## src/rtl/scrg_defs.vh

```
// timing constants and field positions for the system clock and reset generator
// assumes a 50 MHz core clock; included by bare name
`ifndef SCRG_DEFS_VH
`define SCRG_DEFS_VH
`define SCRG_CORE_CLK_MHZ 50
`define SCRG_STABLE_NS 200
`define SCRG_STABLE_CYC ((`SCRG_STABLE_NS * `SCRG_CORE_CLK_MHZ + 999) / 1000)
`define SCRG_STABLE_W 4
`define SCRG_VID_DIV 4
`define SCRG_VID_DIV_W 2
`define SCRG_PH_W 2
`define SCRG_PH_0 2'h0
`define SCRG_PH_90 2'h1
`define SCRG_PH_180 2'h2
`define SCRG_PH_270 2'h3
`define SCRG_FX_MUL 3
`define SCRG_FX_W 2
`endif

```

## src/rtl/scrg_clk_mgr.v

```verilog
// one clock manager model: qualifies a lock input and reports skew-free tick phase
// assumes i_ref_tick comes from logic on the core clock; lock from a pin
module scrg_clk_mgr
(
	input wire i_core_clk,
	input wire i_rst_n,
	input wire i_lock_pin,
	input wire i_ref_tick,
	output reg o_locked,
	output reg o_aligned_tick
);
	reg lock_meta;
	reg lock_sync;

	always @(posedge i_core_clk or negedge i_rst_n)
	begin
		if (!i_rst_n)
		begin
			lock_meta <= 1'h0;
			lock_sync <= 1'h0;
			o_locked <= 1'h0;
			o_aligned_tick <= 1'h0;
		end
		else
		begin
			lock_meta <= i_lock_pin;
			lock_sync <= lock_meta;
			o_locked <= lock_sync;
			// tick re-timed to the reference edge, so skew is removed
			o_aligned_tick <= lock_sync & i_ref_tick;
		end
	end
endmodule

```

## src/rtl/scrg_top.v

```verilog
// system clock enables and system reset sequencer
// assumes one 50 MHz core clock; clock manager lock flags arrive as pins
`include "scrg_defs.vh"

////////////////////////////////////////////////////////////////////////////////
// What this block does
// - hold reset until main manager locks
// - release after lock stable several cycles
// - main bus clock enables from reference
// - quarter-phase enables at 0/90/180/270 degrees
// - synthesized processor rate enable, core divided by three
// - video enable is main divided by four
// - all enables but the synthesized one derive from one counter
// - memory return clock manager lock and alignment
// - external sram clock manager alignment
// - register bus master/slave integer-ratio synchronous
module scrg_top
(
	input wire i_core_clk,
	input wire i_rst_n,
	input wire i_main_lock,
	input wire i_mem_lock,
	input wire i_sram_lock,
	output reg o_sys_rst_n,
	output reg o_bus_clk_en,
	output reg [3:0] o_phase_shifted_clock_outputs,
	output reg o_synthesized_clock_output,
	output reg o_video_clk_en,
	output reg o_mem_clk_en,
	output reg o_sram_clk_en,
	output reg o_locked
);

	////////////////////////////////////////////////////////////////////////////////
	localparam ST_HOLD = 2'h0;
	localparam ST_WAIT = 2'h1;
	localparam ST_RUN = 2'h2;

	reg lock_meta;
	reg lock_sync;
	reg [1:0] state;
	reg [1:0] next_state;
	reg [`SCRG_STABLE_W-1:0] stable_cnt;
	reg [`SCRG_STABLE_W-1:0] next_stable_cnt;
	reg [`SCRG_PH_W-1:0] phase;
	reg [`SCRG_VID_DIV_W-1:0] vid_cnt;
	reg [`SCRG_FX_W-1:0] fx_cnt;
	wire mem_locked;
	wire mem_tick;
	wire sram_locked;
	wire sram_tick;
	wire all_locked;
	wire ref_tick;
	wire [3:0] phase_hit;
	genvar gi;

	////////////////////////////////////////////////////////////////////////////////
	// lock pin is asynchronous, two stages before use
	always @(posedge i_core_clk or negedge i_rst_n)
	begin
		if (!i_rst_n)
		begin
			lock_meta <= 1'h0;
			lock_sync <= 1'h0;
		end
		else
		begin
			lock_meta <= i_main_lock;
			lock_sync <= lock_meta;
		end
	end

	scrg_clk_mgr u_mem_mgr
	(
		.i_core_clk(i_core_clk),
		.i_rst_n(i_rst_n),
		.i_lock_pin(i_mem_lock),
		.i_ref_tick(ref_tick),
		.o_locked(mem_locked),
		.o_aligned_tick(mem_tick)
	);

	scrg_clk_mgr u_sram_mgr
	(
		.i_core_clk(i_core_clk),
		.i_rst_n(i_rst_n),
		.i_lock_pin(i_sram_lock),
		.i_ref_tick(ref_tick),
		.o_locked(sram_locked),
		.o_aligned_tick(sram_tick)
	);

	assign all_locked = lock_sync;
	// raised at phase 270: manager stage plus output stage land it beside the bus enable
	assign ref_tick = (state == ST_RUN) && (phase == `SCRG_PH_270);

	////////////////////////////////////////////////////////////////////////////////
	// reset sequencer
	always @*
	begin
		next_state = state;
		next_stable_cnt = stable_cnt;
		case (state)
			ST_HOLD:
			begin
				next_stable_cnt = {`SCRG_STABLE_W{1'h0}};
				if (all_locked)
				begin
					next_state = ST_WAIT;
				end
			end
			ST_WAIT:
			begin
				if (!all_locked)
				begin
					next_state = ST_HOLD;
				end
				else if (stable_cnt == `SCRG_STABLE_CYC - 1)
				begin
					next_state = ST_RUN;
				end
				else
				begin
					next_stable_cnt = stable_cnt + 1'h1;
				end
			end
			ST_RUN:
			begin
				if (!all_locked)
				begin
					next_state = ST_HOLD;
				end
			end
			default:
			begin
				next_state = ST_HOLD;
			end
		endcase
	end

	always @(posedge i_core_clk or negedge i_rst_n)
	begin
		if (!i_rst_n)
		begin
			state <= ST_HOLD;
			stable_cnt <= {`SCRG_STABLE_W{1'h0}};
		end
		else
		begin
			state <= next_state;
			stable_cnt <= next_stable_cnt;
		end
	end

	// release only as phase 270 turns to phase 0, so receivers see a main clock edge
	always @(posedge i_core_clk or negedge i_rst_n)
	begin
		if (!i_rst_n)
		begin
			o_sys_rst_n <= 1'h0;
		end
		else
		begin
			o_sys_rst_n <= (next_state == ST_RUN) && (o_sys_rst_n || (phase == `SCRG_PH_270));
		end
	end

	always @(posedge i_core_clk or negedge i_rst_n)
	begin
		if (!i_rst_n)
		begin
			o_locked <= 1'h0;
		end
		else
		begin
			o_locked <= all_locked;
		end
	end

	////////////////////////////////////////////////////////////////////////////////
	// one phase counter drives every enable but the synthesized one, which runs from its own fx_cnt
	always @(posedge i_core_clk or negedge i_rst_n)
	begin
		if (!i_rst_n)
		begin
			phase <= `SCRG_PH_0;
		end
		else
		begin
			phase <= phase + 1'h1;
		end
	end

	// bus, peripheral and register bus share this one enable, integer related
	always @(posedge i_core_clk or negedge i_rst_n)
	begin
		if (!i_rst_n)
		begin
			o_bus_clk_en <= 1'h0;
		end
		else
		begin
			o_bus_clk_en <= all_locked && (phase == `SCRG_PH_0);
		end
	end

	generate
		for (gi = 0; gi < 4; gi = gi + 1)
		begin : g_phase
			assign phase_hit[gi] = (phase == gi);
		end
	endgenerate

	always @(posedge i_core_clk or negedge i_rst_n)
	begin
		if (!i_rst_n)
		begin
			o_phase_shifted_clock_outputs <= 4'h0;
		end
		else
		begin
			o_phase_shifted_clock_outputs <= all_locked ? phase_hit : 4'h0;
		end
	end

	always @(posedge i_core_clk or negedge i_rst_n)
	begin
		if (!i_rst_n)
		begin
			fx_cnt <= {`SCRG_FX_W{1'h0}};
		end
		else if (fx_cnt == `SCRG_FX_MUL - 1)
		begin
			fx_cnt <= {`SCRG_FX_W{1'h0}};
		end
		else
		begin
			fx_cnt <= fx_cnt + 1'h1;
		end
	end

	always @(posedge i_core_clk or negedge i_rst_n)
	begin
		if (!i_rst_n)
		begin
			o_synthesized_clock_output <= 1'h0;
		end
		else
		begin
			o_synthesized_clock_output <= all_locked && (fx_cnt == {`SCRG_FX_W{1'h0}});
		end
	end

	always @(posedge i_core_clk or negedge i_rst_n)
	begin
		if (!i_rst_n)
		begin
			vid_cnt <= {`SCRG_VID_DIV_W{1'h0}};
		end
		else if (all_locked && (phase == `SCRG_PH_0))
		begin
			vid_cnt <= vid_cnt + 1'h1;
		end
	end

	always @(posedge i_core_clk or negedge i_rst_n)
	begin
		if (!i_rst_n)
		begin
			o_video_clk_en <= 1'h0;
		end
		else
		begin
			o_video_clk_en <= all_locked && (phase == `SCRG_PH_0) && (vid_cnt == {`SCRG_VID_DIV_W{1'h0}});
		end
	end

	// main lock gates these too, so they never outlive the bus enable
	always @(posedge i_core_clk or negedge i_rst_n)
	begin
		if (!i_rst_n)
		begin
			o_mem_clk_en <= 1'h0;
		end
		else
		begin
			o_mem_clk_en <= all_locked && mem_locked && mem_tick;
		end
	end

	always @(posedge i_core_clk or negedge i_rst_n)
	begin
		if (!i_rst_n)
		begin
			o_sram_clk_en <= 1'h0;
		end
		else
		begin
			o_sram_clk_en <= all_locked && sram_locked && sram_tick;
		end
	end
endmodule

```

## config.mk

```make
export PLATFORM = sky130hd
export DESIGN_NAME = scrg_top
export DESIGN_NICKNAME = d
export VERILOG_FILES = /design/src/rtl/scrg_clk_mgr.v /design/src/rtl/scrg_top.v
export VERILOG_INCLUDE_DIRS = /design/src /design/src/rtl
export SDC_FILE = /design/constraint.sdc
export NUM_CORES = 1
export LEC_CHECK = 0
export BUFFER_PORTS_ARGS = -buffer_cell sky130_fd_sc_hd__buf_2
export CORE_MARGIN = 10
export CORE_UTILIZATION = 35
export DETAILED_ROUTE_END_ITERATION = 10
export SLEW_MARGIN = 0
export SYNTH_ARGS = -nofsm -noshare
export SYNTH_HDL_FRONTEND = slang
export SYNTH_SLANG_ARGS = --single-unit
```

## constraint.sdc

```tcl
create_clock -name i_core_clk -period 1.2 [get_ports i_core_clk]
set_input_delay 0.18 -clock i_core_clk [delete_from_list [all_inputs] [get_ports i_core_clk]]
set_output_delay 0.18 -clock i_core_clk [all_outputs]
set_load 0.02 [all_outputs]
```

==> impl_metrics.env, run 1 <==
export IMPL_p_leak_nw=0.798
export IMPL_avgSynthCellArea_um2=13.3
export IMPL_grt_pass1_vias=808
export IMPL_grt_max_degree=19
export IMPL_cts_clk_slew_worst_paths_ps=100
export IMPL_grt_ovfl_total=0
export IMPL_io_pins=16
export IMPL_cts_sinks=32
export IMPL_setup_slack_ps=-66.4
export IMPL_vias_per_cell=4.42
export IMPL_irDropWorstVdd_uv=840
export IMPL_end_kind="flop"
export IMPL_finClkSkew_ps=5.72
export IMPL_comb_power_share_pct=10.6
export IMPL_first_iter_violations=35
export IMPL_min_period_ps=1270
export IMPL_place_ws_ps=-98.9
export IMPL_tightest_slew_ps=361
export IMPL_path_buf_inv=1
export IMPL_seq_area_frac_synth_pct=66.0
export IMPL_antenna_found_initial=0
export IMPL_gr_max_usage_layer="met2"
export IMPL_met2_usage_pct=12.4
export IMPL_avgRoutedWirePerCell_um=12.6
export IMPL_final_cell_area_mm2=0.00155
export IMPL_grt_setup_unrepaired="true"
export IMPL_drc=0
export IMPL_clock_fmax_ghz=0.790
export IMPL_p_sw_mw=0.514
export IMPL_core_mm2=0.00334
export IMPL_diodes=0
export IMPL_root_buffer="clkbuf_4"
export IMPL_num_rows=21
export IMPL_slew_headroom_pct=75.9
export IMPL_vias=764
export IMPL_clockBufferDepth=2
export IMPL_grt_util_met3_pct=4.05
export IMPL_sequentialPowerShare_pct=57.7
export IMPL_drt_first_pass_iters=4
export IMPL_finalMaxSlewViolations=0
export IMPL_syn_cell_area_mm2=0.00121
export IMPL_numCtsBuffers=5
export IMPL_setup_worst_path_start_class="flop"
export IMPL_floorplan_die_width_um=78.9
export IMPL_clkPwrFrac_pct=31.7
export IMPL_slowest_delay_ps=400
export IMPL_dpl_cell_area_mm2=0.00140
export IMPL_crit_type="reg2reg"
export IMPL_p_total_mw=2.04
export IMPL_io_buffers=15
export IMPL_syn_nets=103
export IMPL_clkLatencyLatePin_ps=330
export IMPL_start_util_pct=36.3
export IMPL_hp_class="in2async"
export IMPL_nNetsFinal=138
export IMPL_yosysWarnings=0
export IMPL_cp_data_arrival_time_ps=1500
export IMPL_finalHoldViolCount=0
export IMPL_dp_hpwl_mm=1.51
export IMPL_fin_util_pct=46.3
export IMPL_wl_mm=2.18
export IMPL_die_h_um=78.9
export IMPL_path_max_fanout=4
export IMPL_finalHoldWorstSlack_ps=276
export IMPL_finalSetupViolCount=1
export IMPL_tritoncts="built"
export IMPL_period_share_pct=106
export IMPL_cp_cell_sequence="inv_2, ha_4, nand3b_1, and4b_1, a211o_1"
export IMPL_gp_congestion=0.654
export IMPL_path_delay_family="flip-flops"
export IMPL_power_density_mw_per_mm2=1320
export IMPL_use_met1_pct=7.66
export IMPL_crit_slowest_cell="dfrtp_1"
export IMPL_ant_nets=0
export IMPL_fp_dieArea_mm2=0.00622
export IMPL_status="complete, but fails checks"
export IMPL_area_delta_synth_final_pct=27.6
export IMPL_swShare_pct=25.2
export IMPL_synth_cell_types=28
export IMPL_violations="negative setup slack"
export IMPL_p_int_mw=1.53
export IMPL_h_tree_depth=2
export IMPL_drive_above_1_share_pct=33.1
export IMPL_track_usage_pct=7.75
export IMPL_ys_seq_elements=32
export IMPL_max_cap_viol_count=0
export IMPL_synthCells=91
export IMPL_critPathRequiredTime_ps=1430
export IMPL_grt_pass1_wl_mm=3.69
layer usage:
metal	up-vias	share of wire [%]
li1	368	-
met1	367	40
met2	21	49
met3	8	7.6
met4	0	3.4
met5	-	0
power by group through the flow:
| stage | sequential (mW) | combinational, mW | clock [mW] |
|---|---|---|---|
| final | 1.18 | 0.216 | 0.649 |
| after global routing | 1.19 | 0.252 | 0.717 |
| after CTS | 1.18 | 0.215 | 0.675 |
| after detailed placement | 1.20 | 0.205 | 0 |
| after floorplan | 1.22 | 0.0925 | 0 |
| after global placement | 1.20 | 0.192 | 0 |
path summary, 6_finish.rpt:
kind                                                start                                          to  slack, ps  cells after the start
worst max-delay path            stable_cnt[1]$_DFFE_PN0P_                   stable_cnt[0]$_DFFE_PN0P_        -70                      5
worst min-delay path                              i_rst_n                   stable_cnt[3]$_DFFE_PN0P_        280                      2
worst min register to register        lock_meta$_DFF_PN0_                        all_locked$_DFF_PN0_        360                      0
min in group i_core_clk               lock_meta$_DFF_PN0_                        all_locked$_DFF_PN0_        360                      0
worst max register to register  stable_cnt[1]$_DFFE_PN0P_                   stable_cnt[0]$_DFFE_PN0P_        -70                      5
max in group asynchronous                         i_rst_n  o_phase_shifted_clock_outputs[2]$_DFF_PN0_        520                      3
synthesized netlist by cell type:
master / instances / share of area [%]
buf_6: 1 / 0.93
and2_1: 4 / 2.1
a21oi_1: 3 / 1.2
nand3_1: 4 / 1.7
o211ai_1: 1 / 0.62
nand4b_1: 1 / 0.72
xnor2_1: 1 / 0.72
nand2_1: 5 / 1.5
nor2b_4: 1 / 1.1
ha_1: 7 / 7.2
a211o_1: 1 / 0.72
dfrtp_1: 32 / 66
o21ai_1: 1 / 0.41
and4b_1: 1 / 0.83
nand4_1: 1 / 0.52
nand3b_1: 1 / 0.62
o21ai_0: 3 / 1.2
nand4_4: 1 / 1.8
clkbuf_1: 1 / 0.31
and3_1: 5 / 2.6
buf_4: 1 / 0.62
inv_1: 6 / 1.9
nand2b_1: 1 / 0.52
and3b_1: 1 / 0.72
or3b_1: 1 / 0.72
and2b_2: 1 / 0.72
nor2b_1: 2 / 1.0
nor2_1: 3 / 0.93
state kept, by name (all words and copies together), names as in the netlist, 2 cells and up:
| name | cells |
|---|---|
| stable_cnt | 4 |
| o_phase_shifted_clock_outputs | 3 |
| fx_cnt | 2 |
| phase | 2 |
| state | 2 |
| vid_cnt | 2 |
area by class of cell:
class / count / area [um^2]
sequential: 32 / 802
fill: 322 / 1790
timing repair buffer: 31 / 218
inverter: 6 / 22.5
clock inverter: 1 / 7.51
clock buffer: 7 / 55.1
tap: 46 / 57.6
multi-input combinational: 50 / 384
kinds of logic (layout without fill, tap and decap cells):
group,Yosys count,in the layout,share of synthesized area (%)
DFF,32,32,66.0
buffers and inverters,9,45,3.71
adders and majority gates,7,7,7.22
AOI/OAI and AO/OA,9,9,4.23
and+or+nand+nor,33,33,18.1
xor gates and xnor gates,1,1,0.723
placed cells by master, fill, tap and decap left out, drive strengths merged, types with 2 or more instances in the layout:
master        n
a21oi         3
and2          4
and3          5
buf          27
clkbuf        7
dfrtp        32
dlygate4sd3   4
ha            7
inv           6
nand2         5
nand3         4
nand4         2
nor2          3
nor2b         3
o21ai         4
worst reg2reg max path: stages (launching register included):
cell	delay (ps)
dfrtp_1	400
inv_2	70
ha_4	120
nand3b_1	140
and4b_1	210
a211o_1	220
metrics by stage:
stage          TNS, ps  std cells
6_report         -66.4        173
5_1_grt           -180        173
4_1_cts          -81.0        171
3_5_place_dp     -98.9        157
3_3_place_gp     -29.9        157
2_1_floorplan    -72.5         91
repair_timing:
item / CTS / global route
hold endpoints to repair: 17 / 0
setup buffers: 2 / 2
hold buffers: 4 / 0
pin swaps: 1 / 5
setup endpoints to repair: 1 / 6
resized for setup: 0 / 4
(Power assumes the default switching activity.)
==> inputs of run 2 (changes only) <==
ABC_AREA = 1   (was unset)
CORE_UTILIZATION = 43   (was 35)
==> impl_metrics.env, run 2 <==
export IMPL_largest_reg_flops=4
export IMPL_place_inst=152
export IMPL_yosys_top_cells_count="32 x dfrtp_1, 16 x inv_1, 10 x nand2_1, 8 x nor2_1"
export IMPL_end_kind="flop"
export IMPL_yosys_area_top_type_share_pct=64.6
export IMPL_track_usage_pct=8.77
export IMPL_grt_pass1_wl_mm=3.53
export IMPL_first_iter_violations=56
export IMPL_vias_per_cell=4.61
export IMPL_synth_top_area_cell="dfrtp_1"
export IMPL_nNetsFinal=145
export IMPL_grt_max_degree=20
export IMPL_slowest_delay_ps=410
export IMPL_dpl_cell_area_mm2=0.00136
export IMPL_numCtsBuffers=5
export IMPL_avgSynthCellArea_um2=11.6
export IMPL_avgRoutedWirePerCell_um=12.5
export IMPL_root_buffer="clkbuf_4"
export IMPL_synth_cell_types=24
export IMPL_die_h_um=73.7
export IMPL_swShare_pct=22.7
export IMPL_yosysMostFrequentCell="dfrtp_1"
export IMPL_antenna_found_initial=0
export IMPL_grt_ovfl_total=0
export IMPL_synthCells=107
export IMPL_vias=760
export IMPL_crit_type="reg2reg"
export IMPL_setup_worst_path_start_class="flop"
export IMPL_final_cell_area_mm2=0.00155
export IMPL_grt_pass1_vias=808
export IMPL_path_delay_family="flip-flops"
export IMPL_cts_clk_slew_worst_paths_ps=100
export IMPL_final_cell_mix="30 x dfrtp_1, 16 x inv_1, 15 x buf_2"
export IMPL_critPathRequiredTime_ps=1460
export IMPL_period_share_pct=96.5
export IMPL_floorplan_die_width_um=73.7
export IMPL_power_density_mw_per_mm2=1500
export IMPL_p_int_mw=1.79
export IMPL_p_leak_nw=0.814
export IMPL_cts_sinks=32
export IMPL_finalHoldViolCount=0
export IMPL_sequentialPowerShare_pct=51.0
export IMPL_synth_edff_count=0
export IMPL_fp_dieArea_mm2=0.00543
export IMPL_largest_register="stable_cnt"
export IMPL_grt_setup_unrepaired="true"
export IMPL_final_common_cell="dfrtp_1"
export IMPL_gp_congestion=0.721
export IMPL_finalSetupViolCount=0
export IMPL_clock_fmax_ghz=0.864
export IMPL_hp_class="in2async"
export IMPL_crit_slowest_cell="dfrtp_1"
export IMPL_clockBufferDepth=2
export IMPL_num_rows=19
export IMPL_dp_hpwl_mm=1.47
export IMPL_clkLatencyLatePin_ps=320
export IMPL_drc=0
export IMPL_drt_first_pass_iters=3
export IMPL_slew_headroom_pct=76.6
export IMPL_diodes=0
export IMPL_status="finished, final reports clean"
export IMPL_cp_data_arrival_time_ps=1420
export IMPL_syn_nets=119
export IMPL_synthArstFlopShare_pct=100
export IMPL_synth_area_leaders="dfrtp_1 65%, ha_1 7.1%, inv_1 4.8%"
export IMPL_fillers=226
export IMPL_comb_power_share_pct=9.8
export IMPL_io_pins=16
export IMPL_seq_area_frac_synth_pct=64.6
export IMPL_min_period_ps=1160
export IMPL_drive_above_1_share_pct=32.1
export IMPL_area_delta_synth_final_pct=24.6
export IMPL_path_max_fanout=4
export IMPL_finClkSkew_ps=3.36
export IMPL_cp_cell_sequence="buf_6, ha_4, xnor2_1, nor2_1, nand2_2, o21ai_2"
export IMPL_h_tree_depth=2
export IMPL_io_buffers=15
export IMPL_tritoncts="built"
export IMPL_synthFlopType="dfrtp_1"
export IMPL_instances_no_fill=165
export IMPL_syn_cell_area_mm2=0.00124
export IMPL_irDropWorstVdd_uv=1540
export IMPL_ys_seq_elements=32
export IMPL_finalMaxSlewViolations=0
export IMPL_path_buf_inv=1
export IMPL_tightest_slew_ps=351
export IMPL_core_mm2=0.00276
export IMPL_top_regs="stable_cnt (4), o_phase_shifted_clock_outputs (3)"
export IMPL_p_sw_mw=0.525
export IMPL_wl_mm=2.06
export IMPL_yosysWarnings=0
export IMPL_max_cap_viol_count=0
export IMPL_clkPwrFrac_pct=39.2
export IMPL_ant_nets=0
export IMPL_start_util_pct=45.0
-- run 2: cell families after synthesis --
group                      count (synthesis)  share of synthesized area (%)
buffers and inverters                     21                           7.47
DFF                                       32                           64.6
and+or+nand+nor                           39                           16.8
adders and majority gates                  7                           7.06
xor gates and xnor gates                   2                           1.41
AOI/OAI and AO/OA                          6                           2.72
-- run 2: final timing paths --
check                                          startpoint                        endpoint  slack (ps)  cells past startpoint
setup / recovery                stable_cnt[1]$_DFFE_PN0P_       stable_cnt[2]$_DFFE_PN0P_          40                      6
hold / removal                                    i_rst_n              state[1]$_DFF_PN0_         280                      2
setup reg to reg                stable_cnt[1]$_DFFE_PN0P_       stable_cnt[2]$_DFFE_PN0P_          40                      6
hold reg to reg            u_sram_mgr.lock_meta$_DFF_PN0_  u_sram_mgr.lock_sync$_DFF_PN0_         360                      0
max in group asynchronous                         i_rst_n            all_locked$_DFF_PN0_         500                      3
min in group i_core_clk    u_sram_mgr.lock_meta$_DFF_PN0_  u_sram_mgr.lock_sync$_DFF_PN0_         360                      0
-- run 2: final cells by class --
class | instances | area (um^2) | share of cell area (%)
inverters | 19 | 73.8 | 4.78
multi-input cells | 54 | 388 | 25.1
clock inverters | 1 | 30.0 | 1.94
repair buffers | 21 | 146 | 9.47
clock buffers | 7 | 65.1 | 4.21
well taps | 31 | 38.8 | 2.51
flip-flops and latches | 32 | 803 | 52.0
-- run 2: power groups by stage --
stage	Combinational, mW	Sequential (mW)	Clock [mW]
3_3_place_gp	0.189	1.20	0
2_1_floorplan	0.113	1.21	0
6_report	0.227	1.18	0.907
3_5_place_dp	0.204	1.20	0
4_1_cts	0.222	1.18	0.929
5_1_grt	0.261	1.19	0.992
-- run 2: repair_timing --
item,in CTS,in global routing
pin swaps,0,3
hold buffers,4,0
buffers inserted,1,0
hold endpoints to repair,16,0
gates cloned,0,0
setup endpoints to repair,4,7
gates resized for setup,0,10
-- run 2: per-stage QoR --
| step | hold WS (ps) | total power [mW] | TNS (ps) | utilization, % | worst slack [ps] |
|---|---|---|---|---|---|
| after global routing | 312 | 2.44 | -32.6 | 56.0 | -16.4 |
| after detailed placement | 112 | 1.40 | -36.6 | 49.1 | -22.7 |
| final | 285 | 2.31 | 0 | 56.0 | 42.3 |
| after global placement | 108 | 1.39 | 0 | 49.1 | 67.0 |
| after floorplan | -116 | 1.32 | 0 | - | 107 |
| after CTS | 299 | 2.33 | 0 | 54.3 | 8.03 |
-- run 2: per-layer routing --
| layer | routed length, um | GRT usage [%] |
|---|---|---|
| met5 | 0 | 0 |
| met4 | 60 | 5.59 |
| met3 | 142 | 5.38 |
| met2 | 1030 | 13.7 |
| met1 | 824 | 8.50 |
==> inputs of run 3 (changes only) <==
CORE_UTILIZATION = 49   (was 43)
PLACE_DENSITY = 0.72   (was unset)
==> impl_metrics.env, run 3 (synthesized netlist as in run 2, its figures left out) <==
export IMPL_fillers=195
export IMPL_track_usage_pct=8.54
export IMPL_p_sw_mw=0.505
export IMPL_clkLatencyLatePin_ps=310
export IMPL_final_cell_mix="31 x dfrtp_1, 16 x inv_1, 15 x buf_2"
export IMPL_drt_first_pass_iters=3
export IMPL_power_density_mw_per_mm2=1520
export IMPL_finClkSkew_ps=2.81
export IMPL_dp_hpwl_mm=1.37
export IMPL_hp_class="reg2reg"
export IMPL_nNetsFinal=147
export IMPL_setup_worst_path_start_class="flop"
export IMPL_path_max_fanout=4
export IMPL_finalHoldViolCount=0
export IMPL_area_delta_synth_final_pct=21.6
export IMPL_critPathRequiredTime_ps=1410
export IMPL_die_h_um=70.3
export IMPL_largest_reg_flops=4
export IMPL_grt_pass1_vias=778
export IMPL_fin_util_pct=61.4
export IMPL_num_rows=18
export IMPL_p_int_mw=1.78
export IMPL_instances_no_fill=166
export IMPL_clockBufferDepth=2
export IMPL_crit_type="reg2reg"
export IMPL_antenna_found_initial=0
export IMPL_p_leak_nw=0.819
export IMPL_max_cap_viol_count=0
export IMPL_place_inst=152
export IMPL_drc=0
export IMPL_final_common_cell="dfrtp_1"
export IMPL_h_tree_depth=2
export IMPL_period_share_pct=97.4
export IMPL_first_iter_violations=13
export IMPL_irDropWorstVdd_uv=1130
export IMPL_top_regs="stable_cnt (4), o_phase_shifted_clock_outputs (3)"
export IMPL_clkPwrFrac_pct=39.2
export IMPL_vias=760
export IMPL_slew_headroom_pct=74.2
export IMPL_fin_tns_setup_ps=0
export IMPL_cts_clk_slew_worst_paths_ps=90
export IMPL_grt_max_degree=33
export IMPL_min_period_ps=1170
export IMPL_tritoncts="built"
export IMPL_swShare_pct=22.1
export IMPL_final_cell_area_mm2=0.00151
export IMPL_floorplan_die_width_um=70.3
export IMPL_comb_power_share_pct=9.1
export IMPL_dpl_cell_area_mm2=0.00135
export IMPL_tightest_slew_ps=388
export IMPL_end_kind="flop"
export IMPL_numCtsBuffers=5
export IMPL_core_mm2=0.00245
export IMPL_root_buffer="clkbuf_4"
export IMPL_diodes=0
export IMPL_fp_dieArea_mm2=0.00494
export IMPL_cts_sinks=32
export IMPL_gp_congestion=0.793
export IMPL_cp_data_arrival_time_ps=1380
export IMPL_avgRoutedWirePerCell_um=11.8
export IMPL_vias_per_cell=4.58
export IMPL_drive_above_1_share_pct=30.9
export IMPL_finalSetupViolCount=0
export IMPL_finalHoldWorstSlack_ps=356
export IMPL_io_pins=16
export IMPL_ant_nets=0
export IMPL_clock_fmax_ghz=0.856
export IMPL_start_util_pct=50.5
export IMPL_sequentialPowerShare_pct=51.6
export IMPL_io_buffers=15
export IMPL_largest_register="stable_cnt"
export IMPL_grt_pass1_wl_mm=3.39
export IMPL_status="finished, final reports clean"
export IMPL_grt_setup_unrepaired="true"
export IMPL_finalMaxSlewViolations=0
export IMPL_wl_mm=1.96
export IMPL_grt_ovfl_total=0
## run 3: stage by stage
stage | power [mW] | setup WS, ps
after floorplan | 1.32 | 107
after global placement | 1.38 | 71.1
after detailed placement | 1.40 | 31.0
after CTS | 2.31 | 14.5
after global routing | 2.40 | -25.8
final | 2.28 | 31.8
## run 3: timing repair
action | CTS | global route
buffers inserted | 0 | 2
hold buffers | 4 | 0
resized for setup | 0 | 4
endpoints found under the setup margin | 0 | 6
endpoints found under the hold margin | 35 | 0
## run 3: worst paths after layout
kind	start	end	slack, ps	depth (start not counted)
min in group asynchronous	i_rst_n	stable_cnt[1]$_DFFE_PN0P_	390	3
worst max register to register	stable_cnt[1]$_DFFE_PN0P_	stable_cnt[2]$_DFFE_PN0P_	30	7
max in group asynchronous	i_rst_n	stable_cnt[0]$_DFFE_PN0P_	500	3
worst min-delay path	lock_meta$_DFF_PN0_	all_locked$_DFF_PN0_	360	0
worst max-delay path	stable_cnt[1]$_DFFE_PN0P_	stable_cnt[2]$_DFFE_PN0P_	30	7
worst min register to register	lock_meta$_DFF_PN0_	all_locked$_DFF_PN0_	360	0
## run 3: power by group through the flow
stage                     registers (mW)  logic, mW  clock network, mW
after CTS                           1.18      0.206              0.925
final                               1.18      0.208              0.896
after global placement              1.20      0.186                  0
after detailed placement            1.20      0.197                  0
after global routing                1.19      0.242              0.972
after floorplan                     1.21      0.113                  0
## run 3: layout make-up
type | count | area (um^2) | share of cell area, %
timing repair buffer | 23 | 145 | 9.63
clock inverter | 1 | 30.0 | 1.99
inverter | 19 | 73.8 | 4.90
sequential | 32 | 802 | 53.2
multi-input combinational | 54 | 354 | 23.5
tap | 30 | 37.5 | 2.49
clock buffer | 7 | 65.1 | 4.32
## run 3: worst max-delay path: stages (launching register included)
cell and delay (ps):
dfrtp_1 420, inv_1 70, ha_2 180, nand3_2 110
nand2_4 120, nand2_4 60, nand2_2 60, o21ai_2 40
## run 3: layer usage
layer,global-route usage (%),vias to the layer above,share of wire (%)
met5,0,-,0
met4,3.95,0,1.1
met3,4.66,3,7.1
met2,13.6,16,49
met1,9.02,355,42
li1,-,386,-
